<file path="config.mk">
export PLATFORM = sky130hd
export DESIGN_NAME = bridge_state_feedback_regs
export DESIGN_NICKNAME = d
export VERILOG_FILES = /design/src/hdl/feedback_pkg.sv /design/src/hdl/bridge_state_feedback_regs.sv
export SDC_FILE = /design/constraint.sdc
export NUM_CORES = 1
export LEC_CHECK = 0
export ABC_CLOCK_PERIOD_IN_PS = 4000
export BUFFER_PORTS_ARGS = -buffer_cell sky130_fd_sc_hd__buf_2
export CORE_MARGIN = 2
export CORE_UTILIZATION = 50
export DETAILED_ROUTE_END_ITERATION = 16
export GPL_TIMING_DRIVEN = 1
export HOLD_SLACK_MARGIN = 0.06
export PLACE_DENSITY = 0.76
export SYNTH_ARGS = -nofsm -noshare
export SYNTH_HDL_FRONTEND = slang
export SYNTH_SLANG_ARGS = --single-unit
</file>
<file path="constraint.sdc">
create_clock -name core_clk -period 4 [get_ports core_clk]
set_input_delay 0.4 -clock core_clk [delete_from_list [all_inputs] [get_ports core_clk]]
set_output_delay 0.4 -clock core_clk [all_outputs]
set_load 0.01 [all_outputs]
</file>
<file path="src/hdl/feedback_pkg.sv">
package feedback_pkg;
   // ======================================================================
   // State byte offsets
   localparam logic [3:0] OFS_ENABLE = 4'h0;
   localparam logic [3:0] OFS_SPEED = 4'h1;
   localparam logic [3:0] OFS_PULLUP_DUR = 4'h2;
   localparam logic [3:0] OFS_PROG_DUR = 4'h3;
   localparam logic [3:0] OFS_SLEW = 4'h4;
   localparam logic [3:0] OFS_ONE_LOW = 4'h5;
   localparam logic [3:0] OFS_SAMPLE_REC = 4'h6;
   localparam logic [3:0] OFS_RSVD_A = 4'h7;
   localparam logic [3:0] OFS_STATUS = 4'h8;
   localparam logic [3:0] OFS_CMD_LOW = 4'h9;
   localparam logic [3:0] OFS_CMD_HIGH = 4'ha;
   localparam logic [3:0] OFS_CMD_LEVEL = 4'hb;
   localparam logic [3:0] OFS_WR_LEVEL = 4'hc;
   localparam logic [3:0] OFS_RD_LEVEL = 4'hd;
   localparam logic [3:0] OFS_RSVD_B = 4'he;
   localparam logic [3:0] OFS_RSVD_C = 4'hf;

   // ======================================================================
   // Bit positions
   localparam int EN_PULLUP_BIT = 0;
   localparam int EN_PROG_BIT = 1;
   localparam int EN_SPEED_BIT = 2;
   localparam int ST_PULLUP_ACT_BIT = 0;
   localparam int ST_PROG_ACT_BIT = 1;
   localparam int ST_SUPPLY_BIT = 2;
   localparam int ST_POWER_BIT = 3;
   localparam int ST_HALT_BIT = 4;
   localparam int ST_IDLE_BIT = 5;
   localparam int ST_OVERFLOW_BIT = 7;

   // ======================================================================
   // Sizes and fixed byte values
   localparam int STATE_BYTES = 16;
   localparam int SNAP_AW = 4;
   localparam int PKT_MAX = 32;
   localparam int RESULT_DEPTH_DEF = 16;
   localparam int CMD_DEPTH_DEF = 16;
   localparam int DATA_DEPTH_DEF = 128;
   localparam logic [7:0] RESET_BYTE = 8'h00;
   localparam logic [7:0] RSVD_BYTE = 8'h00;
   localparam logic [7:0] IDLE_CMD_BYTE = 8'h00;
   localparam logic [7:0] NO_ERROR_BYTE = 8'h00;
   localparam logic [7:0] DETECT_BYTE = 8'ha5;

   // ======================================================================
   // Carriers
   typedef struct packed {
      logic strong_pullup_enable;
      logic prog_pulse_enable;
      logic speed_change_enable;
      logic [7:0] bus_speed_code;
      logic [7:0] pullup_duration_code;
      logic [7:0] prog_pulse_duration_code;
      logic [7:0] pulldown_slew_code;
      logic [7:0] one_bit_low_time_code;
      logic [7:0] sample_offset_recovery_code;
      logic strong_pullup_active;
      logic prog_pulse_active;
      logic prog_supply_present;
      logic external_power_mode;
      logic halted;
      logic idle;
      logic [7:0] active_command_low;
      logic [7:0] active_command_high;
      logic [7:0] command_queue_level;
      logic [7:0] write_queue_level;
      logic [7:0] read_queue_level;
   } bridge_state_t;

   typedef struct packed {
      logic done;
      logic notify_result_bit;
      logic suppress_result_bit;
      logic error;
      logic [7:0] error_code;
   } cmd_result_t;

   typedef enum logic [1:0] {
      ST_WAIT = 2'b00,
      ST_SEND = 2'b01
   } send_state_t;
endpackage : feedback_pkg

</file>
<file path="src/hdl/bridge_state_feedback_regs.sv">
module bridge_state_feedback_regs
   import feedback_pkg::*;
#(
   parameter int RESULT_DEPTH = RESULT_DEPTH_DEF,
   parameter int CMD_DEPTH = CMD_DEPTH_DEF,
   parameter int DATA_DEPTH = DATA_DEPTH_DEF
) (
   // Clock and reset
   input wire logic core_clk,
   input wire logic srst,
   // Live device state
   input wire bridge_state_t bridge_state,
   // Command results and attach detection
   input wire cmd_result_t cmd_result,
   input wire logic attach_detect,
   // Control endpoint FIFO
   input wire logic setup_arrive,
   input wire logic ctrl_fifo_full,
   input wire logic device_reset_control_cmd,
   output logic setup_discard,
   output logic control_fifo_overflow,
   // Interrupt IN stream
   input wire logic poll_req,
   input wire logic tx_ready,
   output logic tx_valid,
   output logic [7:0] tx_data,
   output logic tx_last,
   output logic tx_short
);
   // ======================================================================
   // Parameter checks
   localparam int PW = $clog2(RESULT_DEPTH);
   localparam int CW = PW + 1;
   localparam int IW = $clog2(STATE_BYTES + RESULT_DEPTH + 1);

   initial begin
      if (RESULT_DEPTH < 2 || RESULT_DEPTH > PKT_MAX - STATE_BYTES || (1 << PW) != RESULT_DEPTH) begin
         $error("RESULT_DEPTH must be a power of two from 2 to 16");
      end
      if (CMD_DEPTH < 1 || CMD_DEPTH > 255 || DATA_DEPTH < 1 || DATA_DEPTH > 255) begin
         $error("FIFO depths must fit in one byte");
      end
   end

   // ======================================================================
   // Declarations
   send_state_t state_reg;
   logic [STATE_BYTES-1:0][7:0] snap_reg;
   logic [STATE_BYTES-1:0][7:0] snap_next;
   logic [RESULT_DEPTH-1:0][7:0] res_buf_reg;
   logic [PW-1:0] wr_ptr_reg;
   logic [PW-1:0] rd_ptr_reg;
   logic [CW-1:0] res_cnt_reg;
   logic [IW-1:0] idx_reg;
   logic [IW-1:0] pkt_len_reg;
   logic detect_pend_reg;
   logic overflow_reg;
   logic discard_reg;
   logic tx_valid_reg;
   logic [7:0] tx_data_reg;
   logic tx_last_reg;
   logic tx_short_reg;
   logic poll_take;
   logic res_push_cmd;
   logic push_req;
   logic [7:0] push_byte;
   logic pop;
   logic push_en;

   // ======================================================================
   // Control FIFO overflow
   always_ff @(posedge core_clk) begin
      if (srst) begin
         overflow_reg <= 1'b0;
      end else if (setup_arrive && ctrl_fifo_full) begin
         overflow_reg <= 1'b1;
      end else if (device_reset_control_cmd) begin
         overflow_reg <= 1'b0;
      end
   end

   always_ff @(posedge core_clk) begin
      if (srst) begin
         discard_reg <= 1'b0;
      end else begin
         discard_reg <= setup_arrive && ctrl_fifo_full;
      end
   end

   // ======================================================================
   // State snapshot
   always_comb begin
      snap_next = '0;
      snap_next[OFS_ENABLE][EN_PULLUP_BIT] = bridge_state.strong_pullup_enable;
      snap_next[OFS_ENABLE][EN_PROG_BIT] = bridge_state.prog_pulse_enable;
      snap_next[OFS_ENABLE][EN_SPEED_BIT] = bridge_state.speed_change_enable;
      snap_next[OFS_SPEED] = bridge_state.bus_speed_code;
      snap_next[OFS_PULLUP_DUR] = bridge_state.pullup_duration_code;
      snap_next[OFS_PROG_DUR] = bridge_state.prog_pulse_duration_code;
      snap_next[OFS_SLEW] = bridge_state.pulldown_slew_code;
      snap_next[OFS_ONE_LOW] = bridge_state.one_bit_low_time_code;
      snap_next[OFS_SAMPLE_REC] = bridge_state.sample_offset_recovery_code;
      snap_next[OFS_RSVD_A] = RSVD_BYTE;
      snap_next[OFS_STATUS][ST_PULLUP_ACT_BIT] = bridge_state.strong_pullup_active;
      snap_next[OFS_STATUS][ST_PROG_ACT_BIT] = bridge_state.prog_pulse_active;
      snap_next[OFS_STATUS][ST_SUPPLY_BIT] = bridge_state.prog_supply_present;
      snap_next[OFS_STATUS][ST_POWER_BIT] = bridge_state.external_power_mode;
      snap_next[OFS_STATUS][ST_HALT_BIT] = bridge_state.halted;
      snap_next[OFS_STATUS][ST_IDLE_BIT] = bridge_state.idle;
      snap_next[OFS_STATUS][ST_OVERFLOW_BIT] = overflow_reg;
      snap_next[OFS_CMD_LOW] = bridge_state.idle ? IDLE_CMD_BYTE : bridge_state.active_command_low;
      snap_next[OFS_CMD_HIGH] = bridge_state.idle ? IDLE_CMD_BYTE : bridge_state.active_command_high;
      snap_next[OFS_CMD_LEVEL] = bridge_state.command_queue_level;
      snap_next[OFS_WR_LEVEL] = bridge_state.write_queue_level;
      snap_next[OFS_RD_LEVEL] = bridge_state.read_queue_level;
      snap_next[OFS_RSVD_B] = RSVD_BYTE;
      snap_next[OFS_RSVD_C] = RSVD_BYTE;
   end

   assign poll_take = (state_reg == ST_WAIT) && poll_req;

   always_ff @(posedge core_clk) begin
      if (srst) begin
         snap_reg <= '0;
      end else if (poll_take) begin
         snap_reg <= snap_next;
      end
   end

   // ======================================================================
   // Result buffer
   assign res_push_cmd = cmd_result.done && !cmd_result.suppress_result_bit
                         && (cmd_result.error || cmd_result.notify_result_bit);
   assign push_req = res_push_cmd || detect_pend_reg || attach_detect;
   assign push_byte = res_push_cmd ? (cmd_result.error ? cmd_result.error_code : NO_ERROR_BYTE) : DETECT_BYTE;
   assign pop = (state_reg == ST_SEND) && tx_ready && (idx_reg != pkt_len_reg)
                && (idx_reg >= IW'(STATE_BYTES));
   assign push_en = push_req && ((res_cnt_reg < CW'(RESULT_DEPTH)) || pop);

   always_ff @(posedge core_clk) begin
      if (srst) begin
         detect_pend_reg <= 1'b0;
      end else if (attach_detect && res_push_cmd) begin
         detect_pend_reg <= 1'b1;
      end else if (push_en && !res_push_cmd) begin
         detect_pend_reg <= 1'b0;
      end
   end

   always_ff @(posedge core_clk) begin
      if (srst) begin
         res_buf_reg <= '0;
         wr_ptr_reg <= '0;
      end else if (push_en) begin
         res_buf_reg[wr_ptr_reg] <= push_byte;
         wr_ptr_reg <= wr_ptr_reg + PW'(1);
      end
   end

   always_ff @(posedge core_clk) begin
      if (srst) begin
         rd_ptr_reg <= '0;
      end else if (pop) begin
         rd_ptr_reg <= rd_ptr_reg + PW'(1);
      end
   end

   always_ff @(posedge core_clk) begin
      if (srst) begin
         res_cnt_reg <= '0;
      end else if (push_en && !pop) begin
         res_cnt_reg <= res_cnt_reg + CW'(1);
      end else if (pop && !push_en) begin
         res_cnt_reg <= res_cnt_reg - CW'(1);
      end
   end

   // ======================================================================
   // Interrupt IN packet sender
   always_ff @(posedge core_clk) begin
      if (srst) begin
         state_reg <= ST_WAIT;
         idx_reg <= '0;
         pkt_len_reg <= '0;
         tx_valid_reg <= 1'b0;
         tx_data_reg <= RESET_BYTE;
         tx_last_reg <= 1'b0;
         tx_short_reg <= 1'b0;
      end else begin
         case (state_reg)
            ST_WAIT: begin
               if (poll_req) begin
                  state_reg <= ST_SEND;
                  pkt_len_reg <= IW'(STATE_BYTES) + IW'(res_cnt_reg);
                  tx_short_reg <= (IW'(STATE_BYTES) + IW'(res_cnt_reg)) < IW'(PKT_MAX);
                  tx_valid_reg <= 1'b1;
                  tx_data_reg <= snap_next[OFS_ENABLE];
                  tx_last_reg <= 1'b0;
                  idx_reg <= IW'(1);
               end
            end
            ST_SEND: begin
               if (tx_ready) begin
                  if (idx_reg == pkt_len_reg) begin
                     state_reg <= ST_WAIT;
                     tx_valid_reg <= 1'b0;
                     tx_last_reg <= 1'b0;
                     tx_short_reg <= 1'b0;
                  end else begin
                     if (idx_reg < IW'(STATE_BYTES)) begin
                        tx_data_reg <= snap_reg[idx_reg[SNAP_AW-1:0]];
                     end else begin
                        tx_data_reg <= res_buf_reg[rd_ptr_reg];
                     end
                     tx_last_reg <= (idx_reg == pkt_len_reg - IW'(1));
                     idx_reg <= idx_reg + IW'(1);
                  end
               end
            end
            default: begin
               state_reg <= ST_WAIT;
               tx_valid_reg <= 1'b0;
            end
         endcase
      end
   end

   assign setup_discard = discard_reg;
   assign control_fifo_overflow = overflow_reg;
   assign tx_valid = tx_valid_reg;
   assign tx_data = tx_data_reg;
   assign tx_last = tx_last_reg;
   assign tx_short = tx_short_reg;
endmodule : bridge_state_feedback_regs

</file>
==> results.cfg, run 1 <==
[run_status]
status = finished, final reports clean

[cts]
clock_tree.buffer_depth = 3
tritoncts_clock_tree = built
cts_sinks = 265
postCtsResizedCells = 0
cts.root.buffer_cell = sky130_fd_sc_hd__clkbuf_16
post_cts.repair.setup_buffers = 0
worst_setup_hold_path_clk_slew_ns = 0.07
cts.hold.buffers_added = 0
ctsHtreeMaxLevel = 1
cts_made_buffers = 27
worst_skew_pair.late_latency_ns = 0.53

[power]
vdd.ir_drop.worst_mv = 0.3500
powerDensity_nw_per_um2 = 456.9
cellLeakagePower_nw = 5.683

[drt]
wl_per_cell_um = 18.08
remaining_drc_errors = 0
via_density = 5.595
drt_wl_total_um = 30310
route.antenna.remaining_nets = 0
drt_pre_antenna_iters = 5
vias_after_detailed_routing = 9378
first_iter_violations = 768

[synthesis]
yosys.cell_count.top_type = sky130_fd_sc_hd__dfxtp_1
synth_area_leader_cell = sky130_fd_sc_hd__dfxtp_1
netlist_top_cells_count = sky130_fd_sc_hd__dfxtp_1 (265), sky130_fd_sc_hd__nand2_1 (192), sky130_fd_sc_hd__mux2i_1 (163), sky130_fd_sc_hd__nand2b_1 (138), sky130_fd_sc_hd__a21oi_1 (115)
synth_edf_count = 0
synth.yosys.seq_area_share = 0.4351
synth_async_sr_flop_share = 0
synth_top_cells_by_area = sky130_fd_sc_hd__dfxtp_1 (44%), sky130_fd_sc_hd__mux2i_1 (13%), sky130_fd_sc_hd__nand2b_1 (7.1%)
syn_inst = 1252
netlist.area_leader.share = 0.4351
synth_warnings = 0
number_of_unique_standard_cell_types_used_by_synthesis = 63
netlist_area_um2 = 12190
mappedNetlistNets = 1381
postSynth.topFlopCell = sky130_fd_sc_hd__dfxtp_1
yosys_register_bits = 265
synthesis.area_per_instance_um2 = 9.739

[sta]
slew-limit-headroom = 0.3382
grt_setup_unrepaired = no
worst-slew-pin-transition_ns = 0.9927
slew_viol_final = 0
min_period_ns = 3.102
final.period_utilization = 0.7755
setup_viol_count_final = 0
fin_skew_ns = 0.01406
final_hold_viol_count = 0
setup_total_negative_slack_ns = 0
fmaxAchievable_mhz = 322.4

[die]
dieWidth_um = 160.2
std_cell_rows = 57
dieArea_um2 = 25650
die_height_um = 160.2
core_area_um2 = 24110
initial_standard_cell_utilization_of_the_core = 0.5058
number_of_placed_i_o_pins = 130

[global_route]
final_global_route_overflow_total = 0
grt_max_degree = 109
overall_routing_resource_usage = 0.2337
first_pass_grt_wire_length_um = 48780
number_of_global_route_vias_before_repair = 9161
grt_antenna_before_repair = 0

[worst_setup_path]
critical_path_arrival_ns = 3.56
critPathLaunchType = flip-flop
worstPathMaxFanout = 8
cp-end-kind = flip-flop
regToRegStartpoint = idx_reg[5]$_SDFFE_PP0P_
critPathKind = reg2reg
worst-endpoint-required_ns = 4.46
worst_setup_path_startpoint = idx_reg[5]$_SDFFE_PP0P_

[place]
io_buffers = 129
hpwl_um = 20260
finalWeightedCongestion = 0.8643

[finish]
final_nets = 1463
register_area_um2 = 5308
antennaDiodeCount = 0
number_of_fillers_in_the_final_layout = 2128
largest_register_ffs = 128
layout.core_utilization = 0.5762
area_used_by_multi_input_combinational_logic_um2 = 6456
areaGrowthSynthToFinish_pct = 13.92
post_route_cells_drive_above_1_share = 0.1923

[worst_hold_path]
timing.hold.worst.start = bridge_state[38]
worst_hold_class = in2reg

[run]
timing.max_cap.violations = 0
==> layout make-up <==
class,instances,share of cell area
multi-input combinational,883,0.4648
sequential,265,0.3821
timing repair buffer,148,0.05810
clock buffer,37,0.05567
tap,324,0.02919
clock inverter,10,0.007657
inverter,9,0.002432
==> power breakdown <==
part / switching (mW) / total (mW) / internal [mW]
Combinational: 0.541 / 0.937 / 0.396
Clock: 1.04 / 2.51 / 1.47
Sequential: 0.111 / 2.90 / 2.79
Total: 1.69 / 6.35 / 4.66
==> final timing paths <==
path / to / depth (start not counted) / slack (ns)
worst min-delay path: snap_reg[78]$_SDFFE_PP0P_ / 2 / 0.08
worst min register to register: snap_reg[101]$_SDFFE_PP0P_ / 2 / 0.46
worst max-delay path: res_cnt_reg[4]$_SDFFE_PP0P_ / 12 / 0.90
worst max register to register: res_cnt_reg[4]$_SDFFE_PP0P_ / 12 / 0.90
==> worst max-delay path, cell delays in order, from the launching register on <==
cell	delay (ns)
sky130_fd_sc_hd__dfxtp_1	0.43
sky130_fd_sc_hd__xnor2_1	0.19
sky130_fd_sc_hd__nand4_1	0.28
sky130_fd_sc_hd__o21ai_4	0.38
sky130_fd_sc_hd__a21oi_4	0.10
sky130_fd_sc_hd__ha_1	0.23
sky130_fd_sc_hd__inv_1	0.15
sky130_fd_sc_hd__ha_1	0.29
sky130_fd_sc_hd__a21o_1	0.19
sky130_fd_sc_hd__a21oi_1	0.21
sky130_fd_sc_hd__xnor2_1	0.11
sky130_fd_sc_hd__or3_1	0.31
sky130_fd_sc_hd__a21oi_1	0.14
==> cells in the final DEF, fill, tap and decap left out, types with 9 or more instances in the layout <==
cell / Yosys / final
sky130_fd_sc_hd__dfxtp_1: 265 / 263
sky130_fd_sc_hd__mux2i_1: 163 / 163
sky130_fd_sc_hd__buf_2: 16 / 128
sky130_fd_sc_hd__o21ai_0: 12 / 12
sky130_fd_sc_hd__ha_1: 11 / 11
sky130_fd_sc_hd__a21oi_1: 115 / 115
sky130_fd_sc_hd__a22o_1: 16 / 16
sky130_fd_sc_hd__clkbuf_16: 0 / 27
sky130_fd_sc_hd__mux4_2: 38 / 38
sky130_fd_sc_hd__nand2_1: 192 / 192
sky130_fd_sc_hd__buf_4: 6 / 18
sky130_fd_sc_hd__nand2b_1: 138 / 137
sky130_fd_sc_hd__xnor2_1: 11 / 11
sky130_fd_sc_hd__nor2b_1: 11 / 10
sky130_fd_sc_hd__nor2_1: 39 / 39
sky130_fd_sc_hd__nor3_1: 16 / 15
sky130_fd_sc_hd__inv_1: 9 / 9
==> per-stage QoR <==
step	total power, mW	area (um^2)	hold WS, ns	setup WS (ns)	cells
CTS	6.368	13890	0.06898	0.9182	1676
floorplan	3.622	12190	0.4329	1.023	1252
finish	6.346	13890	0.07990	0.8981	1676
global route	6.601	13890	0.07911	0.6521	1676
detailed placement	3.882	13010	0.4470	0.9550	1629
global placement	3.852	13010	0.4399	1.127	1629
==> routing by layer <==
layer | GRT usage | routed length (um) | vias up
met4 | 0.07330 | 878 | 0
met1 | 0.3199 | 13630 | 4546
met5 | 0 | 0 | -
li1 | - | - | 4532
met2 | 0.3825 | 14300 | 239
met3 | 0.03558 | 1506 | 61
==> kinds of logic (layout without fill, tap and decap cells) <==
| kind of cell | Yosys count | in the layout | synth area share |
|---|---|---|---|
| DFF | 265 | 265 | 0.4351 |
| xor gates and xnor gates | 19 | 19 | 0.01365 |
| buffers and inverters | 104 | 204 | 0.03704 |
| and+or+nand+nor | 442 | 442 | 0.1865 |
| adders and majority gates | 12 | 12 | 0.01293 |
| AOI/OAI and AO/OA | 202 | 202 | 0.1044 |
| muxes | 208 | 208 | 0.2105 |
Note: power is estimated with default switching activity, not from simulation.
==> run 2, diff against run 1 <==
Settings changed: ABC_CLOCK_PERIOD_IN_PS 4000 to 3100.
Clock period 4 ns to 3.1 ns, I/O delays scaled along.
==> results.cfg, run 2 (synthesis gave the netlist of run 1 again) <==
[run_status]
status = finished, final reports clean

[power]
vdd.ir_drop.worst_mv = 0.6272
powerDensity_nw_per_um2 = 563.7
cellLeakagePower_nw = 6.187
finalPower_mw = 8.477

[finish]
number_of_fillers_in_the_final_layout = 1890
final-instance-count-excl-fill = 1795
layout_commonest_cell = sky130_fd_sc_hd__dfxtp_1
post-route-cell-area_um2 = 15040
largest_register_ffs = 128
layout.core_utilization = 0.6238
final_nets = 1577
final_cell_mix = sky130_fd_sc_hd__dfxtp_1 (262), sky130_fd_sc_hd__nand2_1 (192), sky130_fd_sc_hd__mux2i_1 (163), sky130_fd_sc_hd__nand2b_1 (137), sky130_fd_sc_hd__buf_2 (128)
areaGrowthSynthToFinish_pct = 23.34
post_route_cells_drive_above_1_share = 0.1879

[sta]
final.period_utilization = 0.9290
worst-slew-pin-transition_ns = 1.204
grt_setup_unrepaired = no
fin_skew_ns = 0.01600
setup_slack_ns = 0.2202
fmaxAchievable_mhz = 347.2
holdWs_ns = 0.09941
slew_viol_final = 0
setup_total_negative_slack_ns = 0
final_hold_viol_count = 0
setup_viol_count_final = 0
min_period_ns = 2.880
slew-limit-headroom = 0.1932

[worst_hold_path]
timing.hold.worst.start = poll_req
hold_path_depth = 3
worst_hold_path.endpoint = tx_valid$_SDFFE_PP0P_
worst_hold_class = in2reg

[worst_setup_path]
critPathKind = reg2reg
cpLargestDelayFamily = compound AO/OA/AOI/OAI gates
critical_path_arrival_ns = 3.35
crit-reg2reg-capture = res_cnt_reg[4]$_SDFFE_PP0P_
worstPathMaxFanout = 5
critPathSlowestCell = sky130_fd_sc_hd__dfxtp_1
critical-path-max-stage-delay_ns = 0.34
register_to_register_setup_slack_ns = 0.22
cp.buffers_inverters = 2
worst-endpoint-required_ns = 3.57
worstRegToRegCells = 13
critPathLaunchType = flip-flop
cp_cell_sequence = xnor2_1 > nand4_1 > buf_4 > o21ai_4 > a21oi_4 > ha_1 > inv_1 > ha_1 > a21o_1 > a21oi_1 > xnor2_1 > or3_1 > a21oi_1
regToRegStartpoint = pkt_len_reg[4]$_SDFFE_PP0P_
cp-end-kind = flip-flop

[global_route]
grt_max_degree = 94
number_of_global_route_vias_before_repair = 10460
first_pass_grt_wire_length_um = 56030
final_global_route_overflow_total = 0
grt_antenna_before_repair = 2
overall_routing_resource_usage = 0.2716

[drt]
route.antenna.remaining_nets = 0
via_density = 5.744
vias_after_detailed_routing = 10310
drt_wl_total_um = 35360
wl_per_cell_um = 19.70
drt_pre_antenna_iters = 5
first_iter_violations = 1008
remaining_drc_errors = 0

[place]
io_buffers = 129
finalWeightedCongestion = 0.8582
hpwl_um = 20810
detailed_place.area_um2 = 13090
dpl_worst_slack_ns = 0.1697
placed_cells = 1640

[cts]
tritoncts_clock_tree = built
clock_tree.buffer_depth = 3
worst_skew_pair.late_latency_ns = 0.54
ctsHtreeMaxLevel = 1
cts_made_buffers = 28
cts.root.buffer_cell = sky130_fd_sc_hd__clkbuf_16
worst_setup_hold_path_clk_slew_ns = 0.06
cts_sinks = 265

[die]
core_area_um2 = 24110
dieArea_um2 = 25650
dieWidth_um = 160.2
die_height_um = 160.2
std_cell_rows = 57
number_of_placed_i_o_pins = 130
initial_standard_cell_utilization_of_the_core = 0.5058

[run]
timing.max_cap.violations = 0
## run 2: changes by cell type in the layout (fill, tap and decap cells not counted), moves of 2 or more
cell	before	now
sky130_fd_sc_hd__diode_2	0	2
sky130_fd_sc_hd__buf_4	18	30
sky130_fd_sc_hd__dlygate4sd3_1	0	101
sky130_fd_sc_hd__clkinv_2	6	10
sky130_fd_sc_hd__clkbuf_8	6	4
sky130_fd_sc_hd__clkbuf_16	27	29
## run 2: final cells by class
cell class	instances	area, um^2	area share
clock inverters	13	121.4	0.008071
well taps	324	405.4	0.02696
diodes	2	5.005	0.0003328
clock buffers	38	799.5	0.05317
repair buffers	261	1908	0.1269
flip-flops and latches	265	5309	0.3530
inverters	9	33.78	0.002246
multi-input cells	883	6456	0.4293
## run 2: per-layer routing
layer,vias up,GRT usage,part of all wire
li1,4763,-,-
met1,5026,0.3395,0.41
met2,398,0.4579,0.48
met3,123,0.04961,0.063
met4,0,0.1241,0.046
met5,-,0,0
## run 2: worst register-to-register path: stages (launching register included)
cell	delay, ns
sky130_fd_sc_hd__dfxtp_1	0.34
sky130_fd_sc_hd__xnor2_1	0.30
sky130_fd_sc_hd__nand4_1	0.13
sky130_fd_sc_hd__buf_4	0.18
sky130_fd_sc_hd__o21ai_4	0.24
sky130_fd_sc_hd__a21oi_4	0.09
sky130_fd_sc_hd__ha_1	0.22
sky130_fd_sc_hd__inv_1	0.15
sky130_fd_sc_hd__ha_1	0.29
sky130_fd_sc_hd__a21o_1	0.19
sky130_fd_sc_hd__a21oi_1	0.16
sky130_fd_sc_hd__xnor2_1	0.09
sky130_fd_sc_hd__or3_1	0.31
sky130_fd_sc_hd__a21oi_1	0.14
## run 2: worst max-delay path by stage
| stage | startpoint | end | depth (start not counted) |
|---|---|---|---|
| 6_report | pkt_len_reg[4]$_SDFFE_PP0P_ | res_cnt_reg[4]$_SDFFE_PP0P_ | 13 |
| 5_1_grt | pkt_len_reg[4]$_SDFFE_PP0P_ | res_cnt_reg[4]$_SDFFE_PP0P_ | 13 |
| 4_1_cts | idx_reg[4]$_SDFFE_PP0P_ | res_cnt_reg[4]$_SDFFE_PP0P_ | 12 |
| 3_5_place_dp | idx_reg[4]$_SDFFE_PP0P_ | res_cnt_reg[4]$_SDFFE_PP0P_ | 12 |
| 3_3_place_gp | idx_reg[4]$_SDFFE_PP0P_ | res_cnt_reg[4]$_SDFFE_PP0P_ | 12 |
| 2_1_floorplan | idx_reg[0]$_SDFFE_PP0P_ | res_cnt_reg[4]$_SDFFE_PP0P_ | 14 |
## run 2: what timing repair did
| item | CTS | global route |
|---|---|---|
| endpoints found under the hold margin | 101 | 0 |
| setup buffers | 0 | 1 |
| endpoints found under the setup margin | 0 | 1 |
| resized for setup | 0 | 1 |
| hold buffers | 101 | 0 |
## run 2: power by group
group          internal, mW  switching (mW)
Clock                  1.97            1.40
Combinational         0.603           0.755
Sequential             3.60           0.150
==> run 3, diff against run 2 <==
Settings changed: ABC_CLOCK_PERIOD_IN_PS 3100 to 2450, PLACE_DENSITY 0.76 to 0.78.
Clock period 3.1 ns to 2.45 ns, I/O delays scaled along.
==> results.cfg, run 3 (synthesis gave the netlist of run 1 again) <==
[place]
dpl_worst_slack_ns = -0.1320
hpwl_um = 20610
finalWeightedCongestion = 0.8758
io_buffers = 129
detailed_place.area_um2 = 13300

[drt]
first_iter_violations = 1086
route.antenna.remaining_nets = 0
vias_after_detailed_routing = 10460
wl_per_cell_um = 19.60
via_density = 5.772
drt_pre_antenna_iters = 8
remaining_drc_errors = 0
drt_wl_total_um = 35520

[cts]
cts.root.buffer_cell = sky130_fd_sc_hd__clkbuf_16
tritoncts_clock_tree = built
clock_tree.buffer_depth = 3
cts_sinks = 265
cts_made_buffers = 28
worst_skew_pair.late_latency_ns = 0.54
worst_setup_hold_path_clk_slew_ns = 0.06
ctsHtreeMaxLevel = 1

[sta]
slew-limit-headroom = 0.05807
slew_viol_final = 0
final.period_utilization = 1.032
setup_slack_ns = -0.07791
min_period_ns = 2.528
holdWs_ns = 0.1051
fmaxAchievable_mhz = 395.6
worst-slew-pin-transition_ns = 1.408
setup_viol_count_final = 1
setup_total_negative_slack_ns = -0.07791
grt_setup_unrepaired = yes
fin_skew_ns = 0.01587
final_hold_viol_count = 0

[die]
number_of_placed_i_o_pins = 130
core_area_um2 = 24110
die_height_um = 160.2
dieWidth_um = 160.2
dieArea_um2 = 25650
std_cell_rows = 57
initial_standard_cell_utilization_of_the_core = 0.5058

[worst_setup_path]
cpLargestDelayFamily = compound AO/OA/AOI/OAI gates
worstPathMaxFanout = 4
critPathLaunchType = flip-flop
cp.buffers_inverters = 1
cp_cell_sequence = xnor2_2 > nand4_1 > o21ai_4 > ha_4 > inv_4 > fa_2 > a21o_1 > a21oi_2 > xnor2_1 > or3_1 > a21oi_1
critical-path-max-stage-delay_ns = 0.34
critPathKind = reg2reg
critPathSlowestCell = sky130_fd_sc_hd__dfxtp_2
cp-end-kind = flip-flop
worst-endpoint-required_ns = 2.91
critical_path_arrival_ns = 2.98

[finish]
layout_commonest_cell = sky130_fd_sc_hd__dfxtp_1
final_nets = 1595
post_route_cells_drive_above_1_share = 0.2077
area_used_by_multi_input_combinational_logic_um2 = 6521
antennaDiodeCount = 0
areaGrowthSynthToFinish_pct = 25.79
number_of_fillers_in_the_final_layout = 1788
largest_register_ffs = 128
final_cell_mix = sky130_fd_sc_hd__dfxtp_1 (257), sky130_fd_sc_hd__nand2_1 (192), sky130_fd_sc_hd__mux2i_1 (163), sky130_fd_sc_hd__nand2b_1 (137), sky130_fd_sc_hd__buf_2 (128)
post-route-cell-area_um2 = 15340
register_area_um2 = 5315

[global_route]
first_pass_grt_wire_length_um = 56190
number_of_global_route_vias_before_repair = 10540
overall_routing_resource_usage = 0.2733
grt_max_degree = 193
grt_antenna_before_repair = 0
final_global_route_overflow_total = 0

[run]
timing.max_cap.violations = 0

[run_status]
failed_checks = setup timing
status = complete, but fails checks

[power]
finalPower_mw = 10.97
vdd.ir_drop.worst_mv = 0.5343
powerDensity_nw_per_um2 = 715.1
cellLeakagePower_nw = 6.317

[worst_hold_path]
worst_hold_class = in2reg
run 3: worst paths after layout:
| path | start | endpoint | slack (ns) | depth (start not counted) |
|---|---|---|---|---|
| max | idx_reg[0]$_SDFFE_PP0P_ | res_cnt_reg[4]$_SDFFE_PP0P_ | -0.08 | 11 |
| min | tx_ready | tx_short$_SDFFE_PP0P_ | 0.11 | 4 |
| max reg2reg | idx_reg[0]$_SDFFE_PP0P_ | res_cnt_reg[4]$_SDFFE_PP0P_ | -0.08 | 11 |
| min reg2reg | snap_reg[47]$_SDFFE_PP0P_ | snap_reg[47]$_SDFFE_PP0P_ | 0.46 | 2 |
run 3: metrics by stage:
stage | instances | util
after floorplan | 1252 | -
after global placement | 1652 | 0.5517
after detailed placement | 1652 | 0.5517
after CTS | 1811 | 0.6359
after global routing | 1812 | 0.6363
final | 1812 | 0.6363
run 3: tightest hold or removal path, cell delays in order:
cell,delay (ns)
sky130_fd_sc_hd__buf_2,0.11
sky130_fd_sc_hd__nand3_1,0.08
sky130_fd_sc_hd__a31oi_1,0.08
sky130_fd_sc_hd__nor2_1,0.08
run 3: area by class of cell:
cell class	instances	share of cell area
Inverter	9	0.002366
Clock inverter	16	0.01085
Multi-Input combinational cell	883	0.4252
Tap cell	324	0.02643
Sequential cell	265	0.3465
Timing Repair Buffer	279	0.1376
Clock buffer	36	0.05099
run 3: repair_timing:
action,4_1_cts,5_1_grt
setup endpoints to repair,2,2
pin swaps,8,2
setup buffers,4,1
resized for setup,6,0
hold buffers,103,0
hold endpoints to repair,103,0
run 3: per-layer routing:
layer | track usage | up-vias | share of wire
met2 | 0.4691 | 431 | 0.49
met1 | 0.3369 | 5094 | 0.40
li1 | - | 4799 | -
met4 | 0.1298 | 0 | 0.052
met5 | 0 | - | 0
met3 | 0.04338 | 135 | 0.060
run 3: power breakdown:
part           internal (mW)  switching (mW)  total [mW]
sequential              4.55           0.183        4.74
combinational          0.877            1.02        1.90
clock                   2.58            1.76        4.33
total                   8.01            2.96        11.0
